<file path="src/pkg/clp_defs.svh">
/*
 Constants of the character display instruction port: opcode bit positions,
 field positions, address limits, reset values and timing figures.
 Assumes a 100 MHz system clock; included by bare name.
*/
`ifndef CLP_DEFS_SVH
`define CLP_DEFS_SVH
`define CLP_CLK_NS        10
`define CLP_EXEC_NS       18500
`define CLP_CLEAR_NS      760000
`define CLP_BLINK_NS      185000000
`define CLP_EXEC_CYC      ((`CLP_EXEC_NS + `CLP_CLK_NS - 1) / `CLP_CLK_NS)
`define CLP_CLEAR_CYC     ((`CLP_CLEAR_NS + `CLP_CLK_NS - 1) / `CLP_CLK_NS)
`define CLP_BLINK_CYC     (`CLP_BLINK_NS / `CLP_CLK_NS)
`define CLP_BUSY_W        20
`define CLP_BLINK_W       25
`define CLP_OP_FUN        5
`define CLP_FUN_DL        4
`define CLP_FUN_N         3
`define CLP_FUN_F         2
`define CLP_SHF_SC        3
`define CLP_SHF_RL        2
`define CLP_DSP_D         2
`define CLP_DSP_C         1
`define CLP_DSP_B         0
`define CLP_ENT_ID        1
`define CLP_ENT_S         0
`define CLP_SPI_CSN       5
`define CLP_SPI_SCK       6
`define CLP_SPI_SDI       7
`define CLP_SPACE_CODE    8'h20
`define CLP_DD_ONE_LAST   7'h4f
`define CLP_DD_L1_LAST    7'h27
`define CLP_DD_L2_FIRST   7'h40
`define CLP_DD_L2_LAST    7'h67
`define CLP_DD_DEPTH      128
`define CLP_CG_DEPTH      64
`define CLP_RST_AC        7'h00
`define CLP_RST_CG_DATA   8'h00
`endif

</file>
<file path="src/pkg/clp_pkg.sv">
/*
 Types of the character display instruction port: interface and duty codes,
 the synchronised pin bundle and the byte command bundle.
 Assumes nothing of its surroundings.
*/
package clp_pkg;
   typedef enum logic [1:0] {
      CLP_IF_PAR = 2'b00,
      CLP_IF_TWI = 2'b01,
      CLP_IF_SPI = 2'b10
   } clp_iface_type;
   typedef enum logic [1:0] {
      CLP_DUTY_8  = 2'b00,
      CLP_DUTY_11 = 2'b01,
      CLP_DUTY_16 = 2'b10
   } clp_duty_type;
   typedef struct packed {
      logic       strap_hi;
      logic       strap_lo;
      logic       e;
      logic       rs;
      logic       rw;
      logic [7:0] db;
   } clp_pins_type;
   typedef struct packed {
      logic       valid;
      logic       rs;
      logic [7:0] data;
   } clp_cmd_type;
endpackage : clp_pkg

</file>
<file path="src/design/clp_sync.sv">
/*
 Two-stage synchroniser for a bundle of pin levels.
 Assumes the inputs are asynchronous, static long against the clock period.
*/
`timescale 1ns/10ps
`default_nettype none
module clp_sync #(
   parameter int W = 13
) (
   // Clock and reset.
   input  wire logic         clk,
   input  wire logic         nrst,
   // Levels.
   input  wire logic [W-1:0] d,
   output var  logic [W-1:0] q
);
   logic [W-1:0] meta_ff;
   logic [W-1:0] q_ff;

   always_ff @(posedge clk or negedge nrst) begin
      if (!nrst) begin
         meta_ff <= '0;
         q_ff    <= '0;
      end else begin
         meta_ff <= d;
         q_ff    <= meta_ff;
      end
   end
   assign q = q_ff;
endmodule : clp_sync
`default_nettype wire

</file>
<file path="src/design/clp_spi_rx.sv">
/*
 Four-line serial receiver: assembles bytes MSB first on rising serial clock
 while select is low. Assumes all inputs are already synchronised.
*/
`timescale 1ns/10ps
`default_nettype none
module clp_spi_rx
   import clp_pkg::*;
(
   // Clock and reset.
   input  wire logic        clk,
   input  wire logic        nrst,
   // Serial lines.
   input  wire logic        en,
   input  wire logic        cs_n,
   input  wire logic        sck,
   input  wire logic        sdi,
   input  wire logic        rs,
   // Assembled byte.
   output var  clp_cmd_type cmd
);
   logic        sck_d_ff;
   logic [2:0]  cnt_ff;
   logic [6:0]  sh_ff;
   clp_cmd_type cmd_ff;
   wire         rise = sck & ~sck_d_ff & ~cs_n & en;

   always_ff @(posedge clk or negedge nrst) begin
      if (!nrst) begin
         sck_d_ff <= 1'b1;
         cnt_ff   <= 3'h0;
         sh_ff    <= 7'h00;
         cmd_ff   <= '0;
      end else begin
         sck_d_ff     <= sck;
         cmd_ff.valid <= rise & (cnt_ff == 3'h7);
         if (cs_n) begin
            cnt_ff <= 3'h0;
         end else if (rise) begin
            cnt_ff <= cnt_ff + 3'h1;
            sh_ff  <= {sh_ff[5:0], sdi};
            if (cnt_ff == 3'h7) begin
               cmd_ff.data <= {sh_ff, sdi};
               cmd_ff.rs   <= rs;
            end
         end
      end
   end
   assign cmd = cmd_ff;
endmodule : clp_spi_rx
`default_nettype wire

</file>
<file path="src/design/clp_core.sv">
/*
 Instruction decoder and host port of a character display controller:
 parallel 8/4-bit bus or four-line serial, display RAM and character RAM,
 address counter, busy flag, display shift and blink timing.
 Assumes all pins are asynchronous to CLK_SYS and the straps are static.
*/
// Summary of operation
// - Display bit one shows the display; zero blanks it, RAM kept.
// - Cursor bit shows the cursor; clearing it keeps the entry direction.
// - Blink bit toggles cursor cell with full block every 185 ms.
// - Shift instruction moves cursor with counter, or the whole display.
// - Display shift leaves the address counter and RAM untouched.
// - In two-line mode cursor past position 40 goes to line two.
// - Width bit one selects 8-bit bus, zero the 4-bit bus.
// - Line and font bits pick one line 5x8, 5x11, or two lines.
// - Character RAM address set loads the counter and selects that RAM.
// - Display RAM address set loads the counter and selects display RAM.
// - Display addresses wrap within the valid ranges for the line mode.
// - Status read returns busy flag on bit 7 and the counter below.
// - Data write stores a byte and steps the counter per entry mode.
// - Data read returns the preloaded register, then steps the counter.
// - 4-bit transfers send high nibble first; busy after the second.
// - Two straps select parallel or four-line serial; the two-wire code enables neither port.
// - Parallel bus uses strobe, select, read/write and data lines.
// - Serial mode uses line five select, six clock, seven data.
// - Entry direction one increments the counter, zero decrements it.
// - Clear fills display RAM with spaces, zeroes counter, sets increment.
`timescale 1ns/10ps
`default_nettype none
`include "clp_defs.svh"
module clp_core
   import clp_pkg::*;
#(
   parameter int CLEAR_CYC = `CLP_CLEAR_CYC,
   parameter int BLINK_CYC = `CLP_BLINK_CYC
) (
   // Clock and reset.
   input  wire logic        CLK_SYS,
   input  wire logic        NRST,
   // Interface straps.
   input  wire logic        IFACE_STRAP_HI,
   input  wire logic        IFACE_STRAP_LO,
   // Host bus pins.
   input  wire logic        E,
   input  wire logic        REGISTER_SELECT,
   input  wire logic        RW,
   input  wire logic [7:0]  DB_IN,
   output var  logic [7:0]  DB_OUT,
   output var  logic        DB_OE,
   // Display drive side.
   input  wire logic [6:0]  DISP_ADDR,
   output var  logic [7:0]  DISP_DATA,
   output var  logic        DISPLAY_ON,
   output var  logic        CURSOR_ON,
   output var  logic        BLINK_PHASE,
   output var  logic [6:0]  DISPLAY_SHIFT,
   output var  logic        LINE_TWO,
   output var  logic        FONT_5X11,
   output var  clp_duty_type DUTY_SEL,
   // Status.
   output var  logic        BUSY_FLAG,
   output var  logic [6:0]  ADDRESS_COUNTER,
   output var  logic        BUS_WIDTH_SEL,
   output var  clp_iface_type IFACE_MODE
);

   // Counter step with the address windows of each RAM and line mode.
   function automatic logic [6:0] clp_step(input logic [6:0] a,
      input logic up, input logic two, input logic cg);
      logic [6:0] r;
      r = a;
      if (cg) begin
         r = {1'b0, up ? a[5:0] + 6'h01 : a[5:0] - 6'h01};
      end else if (!two) begin
         if (up) r = (a >= `CLP_DD_ONE_LAST) ? 7'h00 : a + 7'h01;
         else    r = (a == 7'h00) ? `CLP_DD_ONE_LAST : a - 7'h01;
      end else if (up) begin
         if (a == `CLP_DD_L1_LAST)      r = `CLP_DD_L2_FIRST;
         else if (a >= `CLP_DD_L2_LAST) r = 7'h00;
         else                           r = a + 7'h01;
      end else begin
         if (a == 7'h00)                 r = `CLP_DD_L2_LAST;
         else if (a == `CLP_DD_L2_FIRST) r = `CLP_DD_L1_LAST;
         else                            r = a - 7'h01;
      end
      return r;
   endfunction : clp_step

   // Display offset rotates over one line length; positive means left.
   function automatic logic [6:0] clp_rot(input logic [6:0] s,
      input logic left, input logic two);
      logic [6:0] last;
      last = two ? `CLP_DD_L1_LAST : `CLP_DD_ONE_LAST;
      if (left) return (s >= last) ? 7'h00 : s + 7'h01;
      return (s == 7'h00) ? last : s - 7'h01;
   endfunction : clp_rot

   clp_pins_type  pin;
   clp_cmd_type   spi_cmd;
   clp_iface_type iface_ff;
   clp_duty_type  duty_ff;
   logic [1:0]    strap_cnt_ff;
   logic          ready_ff;
   logic          bus_width_sel_ff;
   logic          line_two_ff;
   logic          font_ff;
   logic          disp_on_ff;
   logic          cursor_ff;
   logic          blink_en_ff;
   logic          entry_inc_ff;
   logic          entry_shift_ff;
   logic [6:0]    ac_ff;
   logic          cg_sel_ff;
   logic [6:0]    shift_ff;
   logic [7:0]    data_holding_reg_ff;
   logic          pend_ff;
   logic [`CLP_BUSY_W-1:0] busy_cnt_ff;
   logic          busy_ff;
   logic          clearing_ff;
   logic [6:0]    clr_idx_ff;
   logic          nib_ff;
   logic [3:0]    hi_nib_ff;
   logic          e_d_ff;
   logic [7:0]    db_out_ff;
   logic          db_oe_ff;
   logic [`CLP_BLINK_W-1:0] blink_cnt_ff;
   logic          blink_ph_ff;
   logic [7:0]    disp_data_ff;
   logic [7:0]    dd_mem_ff [`CLP_DD_DEPTH];
   logic [7:0]    cg_mem_ff [`CLP_CG_DEPTH];

   clp_sync #(.W($bits(clp_pins_type))) u_sync (
      .clk  (CLK_SYS),
      .nrst (NRST),
      .d    ({IFACE_STRAP_HI, IFACE_STRAP_LO, E, REGISTER_SELECT, RW, DB_IN}),
      .q    (pin)
   );

   wire par_on = ready_ff & (iface_ff == CLP_IF_PAR);
   wire spi_on = ready_ff & (iface_ff == CLP_IF_SPI);

   // Serial lines share the upper data pins.
   clp_spi_rx u_spi (
      .clk  (CLK_SYS),
      .nrst (NRST),
      .en   (spi_on),
      .cs_n (pin.db[`CLP_SPI_CSN]),
      .sck  (pin.db[`CLP_SPI_SCK]),
      .sdi  (pin.db[`CLP_SPI_SDI]),
      .rs   (pin.rs),
      .cmd  (spi_cmd)
   );

   clp_iface_type nxt_iface;
   assign nxt_iface = ({pin.strap_hi, pin.strap_lo} == 2'b10) ? CLP_IF_SPI :
                      ({pin.strap_hi, pin.strap_lo} == 2'b01) ? CLP_IF_TWI :
                      CLP_IF_PAR;

   // Parallel bus: transfer completes on the falling strobe edge.
   wire bus8    = bus_width_sel_ff;
   wire e_fall  = par_on & e_d_ff & ~pin.e;
   wire par_end = e_fall & (bus8 | nib_ff);
   wire par_wr  = par_end & ~pin.rw;
   wire rd_done = par_end & pin.rw & pin.rs & ~busy_ff;
   clp_cmd_type par_cmd;
   assign par_cmd = '{valid: par_wr, rs: pin.rs,
                      data: bus8 ? pin.db : {hi_nib_ff, pin.db[7:4]}};
   clp_cmd_type cmd;
   assign cmd = spi_cmd.valid ? spi_cmd : par_cmd;

   // Instructions arriving while busy are dropped.
   wire       go = cmd.valid & ~busy_ff;
   wire [7:0] b  = cmd.data;
   wire op_wr  = go & cmd.rs;
   wire op_dda = go & ~cmd.rs & b[7];
   wire op_cga = go & ~cmd.rs & (b[7:6] == 2'b01);
   wire op_fun = go & ~cmd.rs & (b[7:5] == 3'b001);
   wire op_shf = go & ~cmd.rs & (b[7:4] == 4'b0001);
   wire op_dsp = go & ~cmd.rs & (b[7:3] == 5'b00001);
   wire op_ent = go & ~cmd.rs & (b[7:2] == 6'b000001);
   wire op_hom = go & ~cmd.rs & (b[7:1] == 7'b0000001);
   wire op_clr = go & ~cmd.rs & (b == 8'h01);
   wire cur_mv = op_shf & ~b[`CLP_SHF_SC];
   wire dsp_mv = op_shf & b[`CLP_SHF_SC];
   wire ent_mv = op_wr & entry_shift_ff & ~cg_sel_ff;

   wire [6:0] nxt_ac =
      (op_clr | op_hom) ? `CLP_RST_AC :
      op_dda ? b[6:0] :
      op_cga ? {1'b0, b[5:0]} :
      cur_mv ? clp_step(ac_ff, b[`CLP_SHF_RL], line_two_ff, cg_sel_ff) :
      (op_wr | rd_done) ?
         clp_step(ac_ff, entry_inc_ff, line_two_ff, cg_sel_ff) :
      ac_ff;
   wire [6:0] nxt_shift =
      (op_clr | op_hom) ? 7'h00 :
      dsp_mv ? clp_rot(shift_ff, ~b[`CLP_SHF_RL], line_two_ff) :
      ent_mv ? clp_rot(shift_ff, entry_inc_ff, line_two_ff) :
      shift_ff;
   wire [`CLP_BUSY_W-1:0] nxt_busy_cnt =
      op_clr ? `CLP_BUSY_W'(CLEAR_CYC) :
      (go | rd_done) ? `CLP_BUSY_W'(`CLP_EXEC_CYC) :
      (busy_cnt_ff != '0) ? busy_cnt_ff - `CLP_BUSY_W'(1) : busy_cnt_ff;
   wire nxt_pend = op_dda | op_cga | cur_mv | rd_done;
   wire [7:0] ram_q = cg_sel_ff ? cg_mem_ff[ac_ff[5:0]] : dd_mem_ff[ac_ff];
   wire [7:0] rd_val = pin.rs ? data_holding_reg_ff : {busy_ff, ac_ff};
   wire [7:0] nxt_db_out = (bus8 | ~nib_ff) ? rd_val :
                           {rd_val[3:0], 4'h0};

   // Strap capture a few cycles after reset release.
   always_ff @(posedge CLK_SYS or negedge NRST) begin
      if (!NRST) begin
         strap_cnt_ff <= 2'h0;
         ready_ff     <= 1'b0;
         iface_ff     <= CLP_IF_PAR;
      end else if (!ready_ff) begin
         strap_cnt_ff <= strap_cnt_ff + 2'h1;
         ready_ff     <= (strap_cnt_ff == 2'h3);
         iface_ff     <= nxt_iface;
      end
   end

   // Mode bits; reset values match the power-on initialisation.
   always_ff @(posedge CLK_SYS or negedge NRST) begin
      if (!NRST) begin
         bus_width_sel_ff <= 1'b1;
         line_two_ff      <= 1'b0;
         font_ff          <= 1'b0;
         duty_ff          <= CLP_DUTY_8;
         disp_on_ff       <= 1'b0;
         cursor_ff        <= 1'b0;
         blink_en_ff      <= 1'b0;
         entry_inc_ff     <= 1'b1;
         entry_shift_ff   <= 1'b0;
      end else begin
         if (op_fun) begin
            bus_width_sel_ff <= b[`CLP_FUN_DL];
            line_two_ff      <= b[`CLP_FUN_N];
            font_ff          <= b[`CLP_FUN_F];
            duty_ff <= b[`CLP_FUN_N] ? CLP_DUTY_16 :
                       b[`CLP_FUN_F] ? CLP_DUTY_11 : CLP_DUTY_8;
         end
         if (op_dsp) begin
            disp_on_ff  <= b[`CLP_DSP_D];
            cursor_ff   <= b[`CLP_DSP_C];
            blink_en_ff <= b[`CLP_DSP_B];
         end
         if (op_ent) begin
            entry_inc_ff   <= b[`CLP_ENT_ID];
            entry_shift_ff <= b[`CLP_ENT_S];
         end else if (op_clr) begin
            entry_inc_ff <= 1'b1;
         end
      end
   end

   // Counter, RAM select, read preload and busy timing.
   always_ff @(posedge CLK_SYS or negedge NRST) begin
      if (!NRST) begin
         ac_ff               <= `CLP_RST_AC;
         cg_sel_ff           <= 1'b0;
         shift_ff            <= 7'h00;
         pend_ff             <= 1'b0;
         data_holding_reg_ff <= `CLP_SPACE_CODE;
         busy_cnt_ff         <= `CLP_BUSY_W'(CLEAR_CYC);
         busy_ff             <= 1'b1;
         clearing_ff         <= 1'b1;
         clr_idx_ff          <= 7'h00;
      end else begin
         ac_ff       <= nxt_ac;
         shift_ff    <= nxt_shift;
         pend_ff     <= nxt_pend;
         busy_cnt_ff <= nxt_busy_cnt;
         busy_ff     <= (nxt_busy_cnt != '0) | op_clr | clearing_ff;
         if (op_cga) cg_sel_ff <= 1'b1;
         else if (op_dda | op_clr | op_hom) cg_sel_ff <= 1'b0;
         if (pend_ff) data_holding_reg_ff <= ram_q;
         if (op_clr) begin
            clearing_ff <= 1'b1;
            clr_idx_ff  <= 7'h00;
         end else if (clearing_ff) begin
            clr_idx_ff  <= clr_idx_ff + 7'h01;
            clearing_ff <= (clr_idx_ff != 7'h7f);
         end
      end
   end

   // RAM cells; writes ignore the display enable so blanking loses nothing.
   for (genvar i = 0; i < `CLP_DD_DEPTH; i++) begin : g_dd
      always_ff @(posedge CLK_SYS or negedge NRST) begin
         if (!NRST) begin
            dd_mem_ff[i] <= `CLP_SPACE_CODE;
         end else if (clearing_ff && clr_idx_ff == 7'(i)) begin
            dd_mem_ff[i] <= `CLP_SPACE_CODE;
         end else if (op_wr && !cg_sel_ff && ac_ff == 7'(i)) begin
            dd_mem_ff[i] <= b;
         end
      end
   end
   for (genvar i = 0; i < `CLP_CG_DEPTH; i++) begin : g_cg
      always_ff @(posedge CLK_SYS or negedge NRST) begin
         if (!NRST) begin
            cg_mem_ff[i] <= `CLP_RST_CG_DATA;
         end else if (op_wr && cg_sel_ff && ac_ff[5:0] == 6'(i)) begin
            cg_mem_ff[i] <= b;
         end
      end
   end

   // Parallel bus nibble pairing and read drive.
   always_ff @(posedge CLK_SYS or negedge NRST) begin
      if (!NRST) begin
         e_d_ff    <= 1'b0;
         nib_ff    <= 1'b0;
         hi_nib_ff <= 4'h0;
         db_out_ff <= 8'h00;
         db_oe_ff  <= 1'b0;
      end else begin
         e_d_ff   <= pin.e;
         db_oe_ff <= par_on & pin.e & pin.rw;
         if (par_on & pin.e & pin.rw) db_out_ff <= nxt_db_out;
         if (e_fall & ~bus8) begin
            nib_ff    <= ~nib_ff;
            hi_nib_ff <= pin.db[7:4];
         end else if (bus8) begin
            nib_ff <= 1'b0;
         end
      end
   end

   // Blink phase and display read port.
   always_ff @(posedge CLK_SYS or negedge NRST) begin
      if (!NRST) begin
         blink_cnt_ff <= '0;
         blink_ph_ff  <= 1'b0;
         disp_data_ff <= `CLP_SPACE_CODE;
      end else begin
         disp_data_ff <= dd_mem_ff[DISP_ADDR];
         if (!blink_en_ff) begin
            blink_cnt_ff <= '0;
            blink_ph_ff  <= 1'b0;
         end else if (blink_cnt_ff == `CLP_BLINK_W'(BLINK_CYC - 1)) begin
            blink_cnt_ff <= '0;
            blink_ph_ff  <= ~blink_ph_ff;
         end else begin
            blink_cnt_ff <= blink_cnt_ff + `CLP_BLINK_W'(1);
         end
      end
   end

   assign DB_OUT          = db_out_ff;
   assign DB_OE           = db_oe_ff;
   assign DISP_DATA       = disp_data_ff;
   assign DISPLAY_ON      = disp_on_ff;
   assign CURSOR_ON       = cursor_ff;
   assign BLINK_PHASE     = blink_ph_ff;
   assign DISPLAY_SHIFT   = shift_ff;
   assign LINE_TWO        = line_two_ff;
   assign FONT_5X11       = font_ff;
   assign DUTY_SEL        = duty_ff;
   assign BUSY_FLAG       = busy_ff;
   assign ADDRESS_COUNTER = ac_ff;
   assign BUS_WIDTH_SEL   = bus_width_sel_ff;
   assign IFACE_MODE      = iface_ff;
endmodule : clp_core
`default_nettype wire

</file>
<file path="config.mk">
export PLATFORM = sky130hd
export DESIGN_NAME = clp_core
export DESIGN_NICKNAME = d
export VERILOG_FILES = /design/src/pkg/clp_pkg.sv /design/src/design/clp_sync.sv /design/src/design/clp_spi_rx.sv /design/src/design/clp_core.sv
export VERILOG_INCLUDE_DIRS = /design/src /design/src/pkg
export SDC_FILE = /design/constraint.sdc
export NUM_CORES = 2
export LEC_CHECK = 0
export BUFFER_PORTS_ARGS = -buffer_cell sky130_fd_sc_hd__clkbuf_2
export CAP_MARGIN = 20
export CORE_UTILIZATION = 35
export DETAILED_ROUTE_END_ITERATION = 10
export MAX_ROUTING_LAYER = met4
export PLACE_DENSITY = 0.57
export SLEW_MARGIN = 40
export SYNTH_ARGS = -nofsm -noshare
export SYNTH_HDL_FRONTEND = slang
export SYNTH_SLANG_ARGS = --single-unit
</file>
<file path="constraint.sdc">
create_clock -name CLK_SYS -period 6.8 [get_ports CLK_SYS]
set_input_delay 0 -clock CLK_SYS [delete_from_list [all_inputs] [get_ports CLK_SYS]]
set_output_delay 0 -clock CLK_SYS [all_outputs]
set_load 0.03 [all_outputs]
</file>
* Word-level counts from Yosys, hierarchy flattened
Index checks and enable logic that the tools add are counted.
W data, S select, Z words.
** Word-level totals
- Register bits :: 1700
- Word-level logic and storage cells :: 1427
** Operators by class
- $add $sub $neg :: 11
- Order comparisons :: 6
- Equal/unequal tests :: 332
- Multiplexer cells :: 325
- Bitwise gates (word level) :: 57
- Reduce and logical (&&, ||, !) cells :: 467
** Operators by type and width (number)
- $mux W8 :: 266
- $eq A7 B7 Y1 const B :: 128
- $eq A7 B6 Y1 const B :: 64
- $logic_and A1 B1 Y1 :: 322
- $reduce_bool A2 Y1 :: 133
- $eq A7 B5 Y1 const B :: 32
- $mux W7 :: 30
- $eq A6 B6 Y1 const B :: 32
- $bmux W8 S7 :: 2
- $eq A7 B4 Y1 const B :: 16
- $eq A6 B5 Y1 const B :: 16
- $mux W20 :: 3
- $eq A7 B3 Y1 const B :: 8
- $mux W25 :: 2
- $bmux W8 S6 :: 1
- $eq A6 B4 Y1 const B :: 8
- $reduce_bool A20 Y1 :: 2
- $and A1 B1 Y1 :: 31
- $eq A7 B2 Y1 const B :: 4
- $add A25 B1 Y25 const B :: 1
- $eq A25 B25 Y1 const B :: 1
- $eq A6 B3 Y1 const B :: 4
- $add A7 B1 Y7 const B :: 3
- $eq A7 B1 Y1 const B :: 3
- 37 further kinds :: 86

* Longest topological paths before layout
- Depth after elaboration :: 15
- Depth in mapped cells :: 14

* Cells and area by module
From an unflattened synthesis, not the netlist that was laid out.
** Second synthesis, totals
- Cells, all modules :: 8681
- Area total of the unflattened synthesis :: 89215.6 µm²
** Modules (own cells, without submodules)
- clp_core :: instances 1, cells each 8604, area each 87701.6 µm², sequential area each 41514.8 µm²
- clp_spi_rx :: instances 1, cells each 51, area each 863.3 µm², sequential area each 526.8 µm²
- clp_sync :: instances 1, cells each 26, area each 650.6 µm², sequential area each 650.6 µm²

* Worst setup path before layout
OpenSTA, ideal clock, no wires.
- Path type :: register -> register
- Start point :: register ac_ff[0] (netlist: ADDRESS_COUNTER[0])
- End point :: register ac_ff[4] (netlist: ADDRESS_COUNTER[4])
- Library setup time :: 0.126 ns
- Arrival time :: 3.485 ns
- Required time :: 6.674 ns
- Path slack :: 3.189 ns
- Stages on the path, launching flop included :: 15
- Buffers on the path :: 5
- Clock period less this slack :: 3.611 ns
- Cell sequence :: dfrtp_1 > clkbuf_1 > buf_2 > buf_1 > buf_2 > inv_1 > ha_1 > clkbuf_1 > nor3b_1 > xnor2_1 > nor2_1 > mux4_2 > o22ai_1 > mux2_2 > a21oi_1
** Between the ends
- Cells in the longest elaborated chain, start to end :: 11
- Elaborated cells between the ends (all ways) :: 30
- Classes of those cells :: add/sub: 4; order compare: 2; eq/ne: 2; mux: 21; reduce/logical: 1
** Ends and longest elaborated chain
- from (decl) :: RTL line clp_core.sv:112 : logic [6:0] ac_ff;
- from (signal assigned) :: RTL line clp_core.sv:260 : ac_ff <= `CLP_RST_AC;
- from (signal assigned) :: RTL line clp_core.sv:270 : ac_ff <= nxt_ac;
- $sub A7 B1 Y7, or another cell as far along :: RTL line clp_core.sv:76, clp_core.sv:84
- $mux W7 (on tied branches) :: RTL line clp_core.sv:83, clp_core.sv:79
- $mux W7 (on tied branches) :: RTL line clp_core.sv:82, clp_core.sv:78
- $mux W7 :: RTL line clp_core.sv:77 : end else if (up) begin
- $mux W7 :: RTL line clp_core.sv:74 : end else if (!two) begin
- $mux W7 :: RTL line clp_core.sv:72 : if (cg) begin
- $mux W7 :: RTL line clp_core.sv:192 : (op_wr | rd_done) ?
- $mux W7 * :: RTL line clp_core.sv:191 : cur_mv ? clp_step(ac_ff, b[`CLP_SHF_RL], line_two_ff, cg_sel_ff) :
- $mux W7 * :: RTL line clp_core.sv:190 : op_cga ? {1'b0, b[5:0]} :
- $mux W7 * :: RTL line clp_core.sv:189 : op_dda ? b[6:0] :
- $mux W7 * :: RTL line clp_core.sv:188 : (op_clr | op_hom) ? `CLP_RST_AC :
Every way passes the cells marked *; elsewhere a longest branch is shown, timed or not. The select of a mux whose other input is x is not followed.
A chain may end at the register's enable or synchronous reset.

* Final worst setup path
- Start point :: register ac_ff[3] (netlist: ADDRESS_COUNTER[3])
- End point :: register data_holding_reg_ff[6]
** Between the ends
- Cells in the longest elaborated chain, start to end :: 5
- Elaborated cells between the ends (all ways) :: 9
- Classes of those cells :: mux: 7; bitwise: 2
** Ends and longest elaborated chain
- $not A7 Y8 (not written as such) or $not A6 Y7 (tied branches) :: RTL line clp_core.sv:205 : wire [7:0] ram_q = cg_sel_ff ? cg_mem_ff[ac_ff[5:0]] : dd_mem_ff[ac_ff];
- $bmux W8 S7 or $bmux W8 S6 (tied branches) :: RTL line clp_core.sv:205
- $mux W8 (not written as such) (2 in series) :: RTL line clp_core.sv:205
- $mux W8 * :: RTL line clp_core.sv:205
- to (signal assigned) :: RTL line clp_core.sv:264 : data_holding_reg_ff <= `CLP_SPACE_CODE;
- to (signal assigned) :: RTL line clp_core.sv:277 : if (pend_ff) data_holding_reg_ff <= ram_q;
- to (decl) :: RTL line clp_core.sv:115 : logic [7:0] data_holding_reg_ff;
Marks and branches as above.

==> metrics.txt <==
status=finished clean; Rows=184; Final Util=39.78%; P_int=0.01690 W; Worst VDD drop=0.1976 mV; period utilization=67.86%; CP top delay family=buffers and inverters; #FFs+latches synth=1699; Layout area overhead=12.81%; Crit Reg-Reg Startpoint=ADDRESS_COUNTER[3]$_DFFE_PN0P_; fin cells=12050; TNS Setup=0 ns; normalized max-slew margin=34.54%; Worst-Margin Slew=0.9819 ns; Initial DRT Pass Iterations=8; Pleak=40.54 nW; Mapped Nets=8736; CTS Sinks=1699; Max clock buf depth=3; final setup vio count=0; sequential share of power=44.7%; Finished Cell Area=100200 µm²; initial antenna violation count=21; area leader, netlist=dfrtp_1; DIE AREA=255800 µm²; DRC errors left=0; critical path peak fanout=38; gr ovfl total=0; gr usage total=28.36%; CP Class=register to register; postcts setup bufs=0; critical path's most frequent cell=buf_4; Crit path buffers/inverters=2; combinational power share=8.9%; Clock Tree Root=clkbuf_16; CTS Buf Count=189; vias in the first global route=71720; Max Cap Violations=0; Syn Inst Count=8694; placer congestion estimate=0.9893; Worst Hold Class=primary input to register; count of final hold-check violations=0; Seq/Total Area, Yosys=48.07%; largest net degree at the start of global routing=130; drt wl/cell=29.46 µm; DRT iter0 DRCs=9266; worst endpoint required time=7.55 ns; Clk pwr share=46.4%; Cell Chain, Critical Path=buf_4, and2_2, buf_4, a22oi_1, nand3_1, nand4_1, o211ai_1, a21oi_1, o221a_2; H-tree depth=4; sw frac=26.92%; Yosys cell types=83; max-slew violation count=0; clock edge transition at the registers on the reported setup and hold paths=0.06 ns; crit path from=ADDRESS_COUNTER[3]$_DFFE_PN0P_; Max stage delay on crit path=0.84 ns; DRT Wirelength=354900 µm; die height=505.8 µm; Synth Area per Inst=10.22 µm²; Synth area leaders=dfrtp_1 44%, mux4_2 17%, nand2_1 9.4%; Nets=8549; Post-synth EDFFs=0; # port buffers=63; Worst setup EP type=register; Post-synth ARST share=100.0%; Power Dens Cells=230.8 nW/µm²; Netlist Area Pre-Place=88820 µm²; CP arrival=5.37 ns; Vias/cell=6.132; Synth Flop Type=dfrtp_1; Peak Freq=0.2167 GHz; I/O pin cnt=64; area of placed instances=93120 µm²; initial core utilization=35.26%; CTS tree=built; crit path max-delay cell type=dfrtp_4; Clk Latency, worst-skew pair=0.89 ns; clk_skew=0.04546 ns; Final min period=4.614 ns; Die W=505.8 µm; vias=73880; Synth warnings=0; Detail Placement HPWL=232500 µm; placed instance count=11620; CORE AREA=251900 µm²; share of cells above drive strength 1=17.62%; Routed Antenna Nets=0; first-pass GRT wire length=517500 µm; RSZ-0062 raised after global routing=no; min-delay src=DISP_ADDR[6]; top cell type's share of synthesized area=43.90%; crit path launch type=register; Psw=0.006224 W
power groups by stage:
stage / Sequential (W) / Clock [W] / Combinational (W)
6_report: 0.0103 / 0.0107 / 0.00205
5_1_grt: 0.0103 / 0.0112 / 0.00214
4_1_cts: 0.0103 / 0.0108 / 0.00199
3_5_place_dp: 0.0105 / 0 / 0.00197
3_3_place_gp: 0.0105 / 0 / 0.00192
2_1_floorplan: 0.0105 / 0 / 0.00104
worst reg2reg max path, delay by kind of cell (launching register included):
family,cells,cell delay [ns]
simple gates,3,1.15
compound gates,4,1.22
flops,1,0.84
buf+inv,2,1.30
synthesized netlist by cell type, types with 20 or more instances:
master / count
clkbuf_1: 464
dfrtp_1: 1558
nand3_1: 487
nor2_1: 432
inv_1: 26
buf_1: 90
a31oi_1: 24
a22oi_1: 109
o211ai_1: 23
nand2_2: 29
xnor2_1: 20
buf_2: 102
a211o_1: 125
nor3_1: 30
xor2_1: 34
o21ai_0: 590
nand2_1: 2214
mux4_2: 677
a21oi_1: 930
mux2i_1: 203
dfstp_2: 141
ha_1: 20
timing repair:
action / in CTS / in global routing
hold buffers: 32 / 0
gates resized for setup: 0 / 0
endpoints found under the hold margin: 579 / 0
final timing paths:
check	endpoint	slack (ns)	cells past startpoint
max in group asynchronous	dd_mem_ff[805]$_DFFE_PN1P_	4.88	6
hold reg to reg	u_sync.q[4]$_DFF_PN0_	0.34	0
min in group asynchronous	dd_mem_ff[445]$_DFFE_PN1P_	0.41	3
setup reg to reg	data_holding_reg_ff[6]$_DFFE_PN0P_	2.19	9
hold / removal	DISP_DATA[5]$_DFF_PN1_	0.04	4
setup / recovery	data_holding_reg_ff[6]$_DFFE_PN0P_	2.19	9
cells in the final DEF, fill, tap and decap left out, drive strengths merged, types with 20 or more instances in the layout:
| master | count |
|---|---|
| nor3 | 33 |
| inv | 34 |
| mux2i | 203 |
| clkbuf | 352 |
| diode | 28 |
| xnor2 | 20 |
| mux4 | 677 |
| a211o | 125 |
| clkinv | 44 |
| o21ai | 593 |
| nand2 | 2243 |
| nand3 | 487 |
| a31oi | 24 |
| a21oi | 930 |
| a22oi | 109 |
| o211ai | 23 |
| dfrtp | 1558 |
| ha | 20 |
| xor2 | 34 |
| dfstp | 141 |
| nor2 | 432 |
| dlygate4sd3 | 31 |
| buf | 195 |
cell type report:
cell class	count	area, µm²
antenna	28	70.07
clock buffer	295	5629
clock inverter	61	813.3
fill	24150	151700
inverter	32	125.1
multi-input combinational	6302	43740
sequential	1699	42710
tap	3348	4189
timing repair buffer	283	2908
routing by layer:
| metal | up-vias | wire length [µm] | global-route usage [%] |
|---|---|---|---|
| met5 | - | 0 | - |
| met4 | 0 | 23870 | 16.15 |
| met3 | 984 | 43530 | 9.577 |
| met2 | 4385 | 152200 | 39.81 |
| met1 | 37600 | 135300 | 35.60 |
| li1 | 30910 | - | - |
flip-flops by register name, summed over array words and instances, names as in the netlist, 2 cells and up:
| register | cells |
|---|---|
| dd_mem_ff | 1024 |
| cg_mem_ff | 512 |
| blink_cnt_ff | 25 |
| busy_cnt_ff | 20 |
| u_sync.meta_ff | 13 |
| u_sync.q | 13 |
| u_spi.cmd | 10 |
| DB_OUT | 8 |
| DISP_DATA | 8 |
| data_holding_reg_ff | 8 |
| ADDRESS_COUNTER | 7 |
| DISPLAY_SHIFT | 7 |
| clr_idx_ff | 7 |
| u_spi.sh_ff | 7 |
| hi_nib_ff | 4 |
| u_spi.cnt_ff | 3 |
| DUTY_SEL | 2 |
| IFACE_MODE | 2 |
| strap_cnt_ff | 2 |
metrics by stage:
stage | power, W | worst slack (ns) | hold slack (ns)
global placement | 0.01243 | 2.028 | 0.06319
finish | 0.02312 | 2.186 | 0.04127
CTS | 0.02316 | 2.252 | 0.1283
floorplan | 0.01152 | 3.189 | -0.2956
detailed placement | 0.01248 | 2.306 | 0.06646
global route | 0.02373 | 2.322 | 0.07542
cell families after synthesis:
group / share of synthesized area (%)
AND/OR/NAND/NOR: 15.79
adder cells (fa/ha/maj): 0.2817
buffers and inverters: 3.098
XOR/XNOR: 0.5325
multiplexers: 19.70
AO/OA/AOI/OAI: 12.53
flip-flops: 48.07
(Power assumes the default switching activity.)
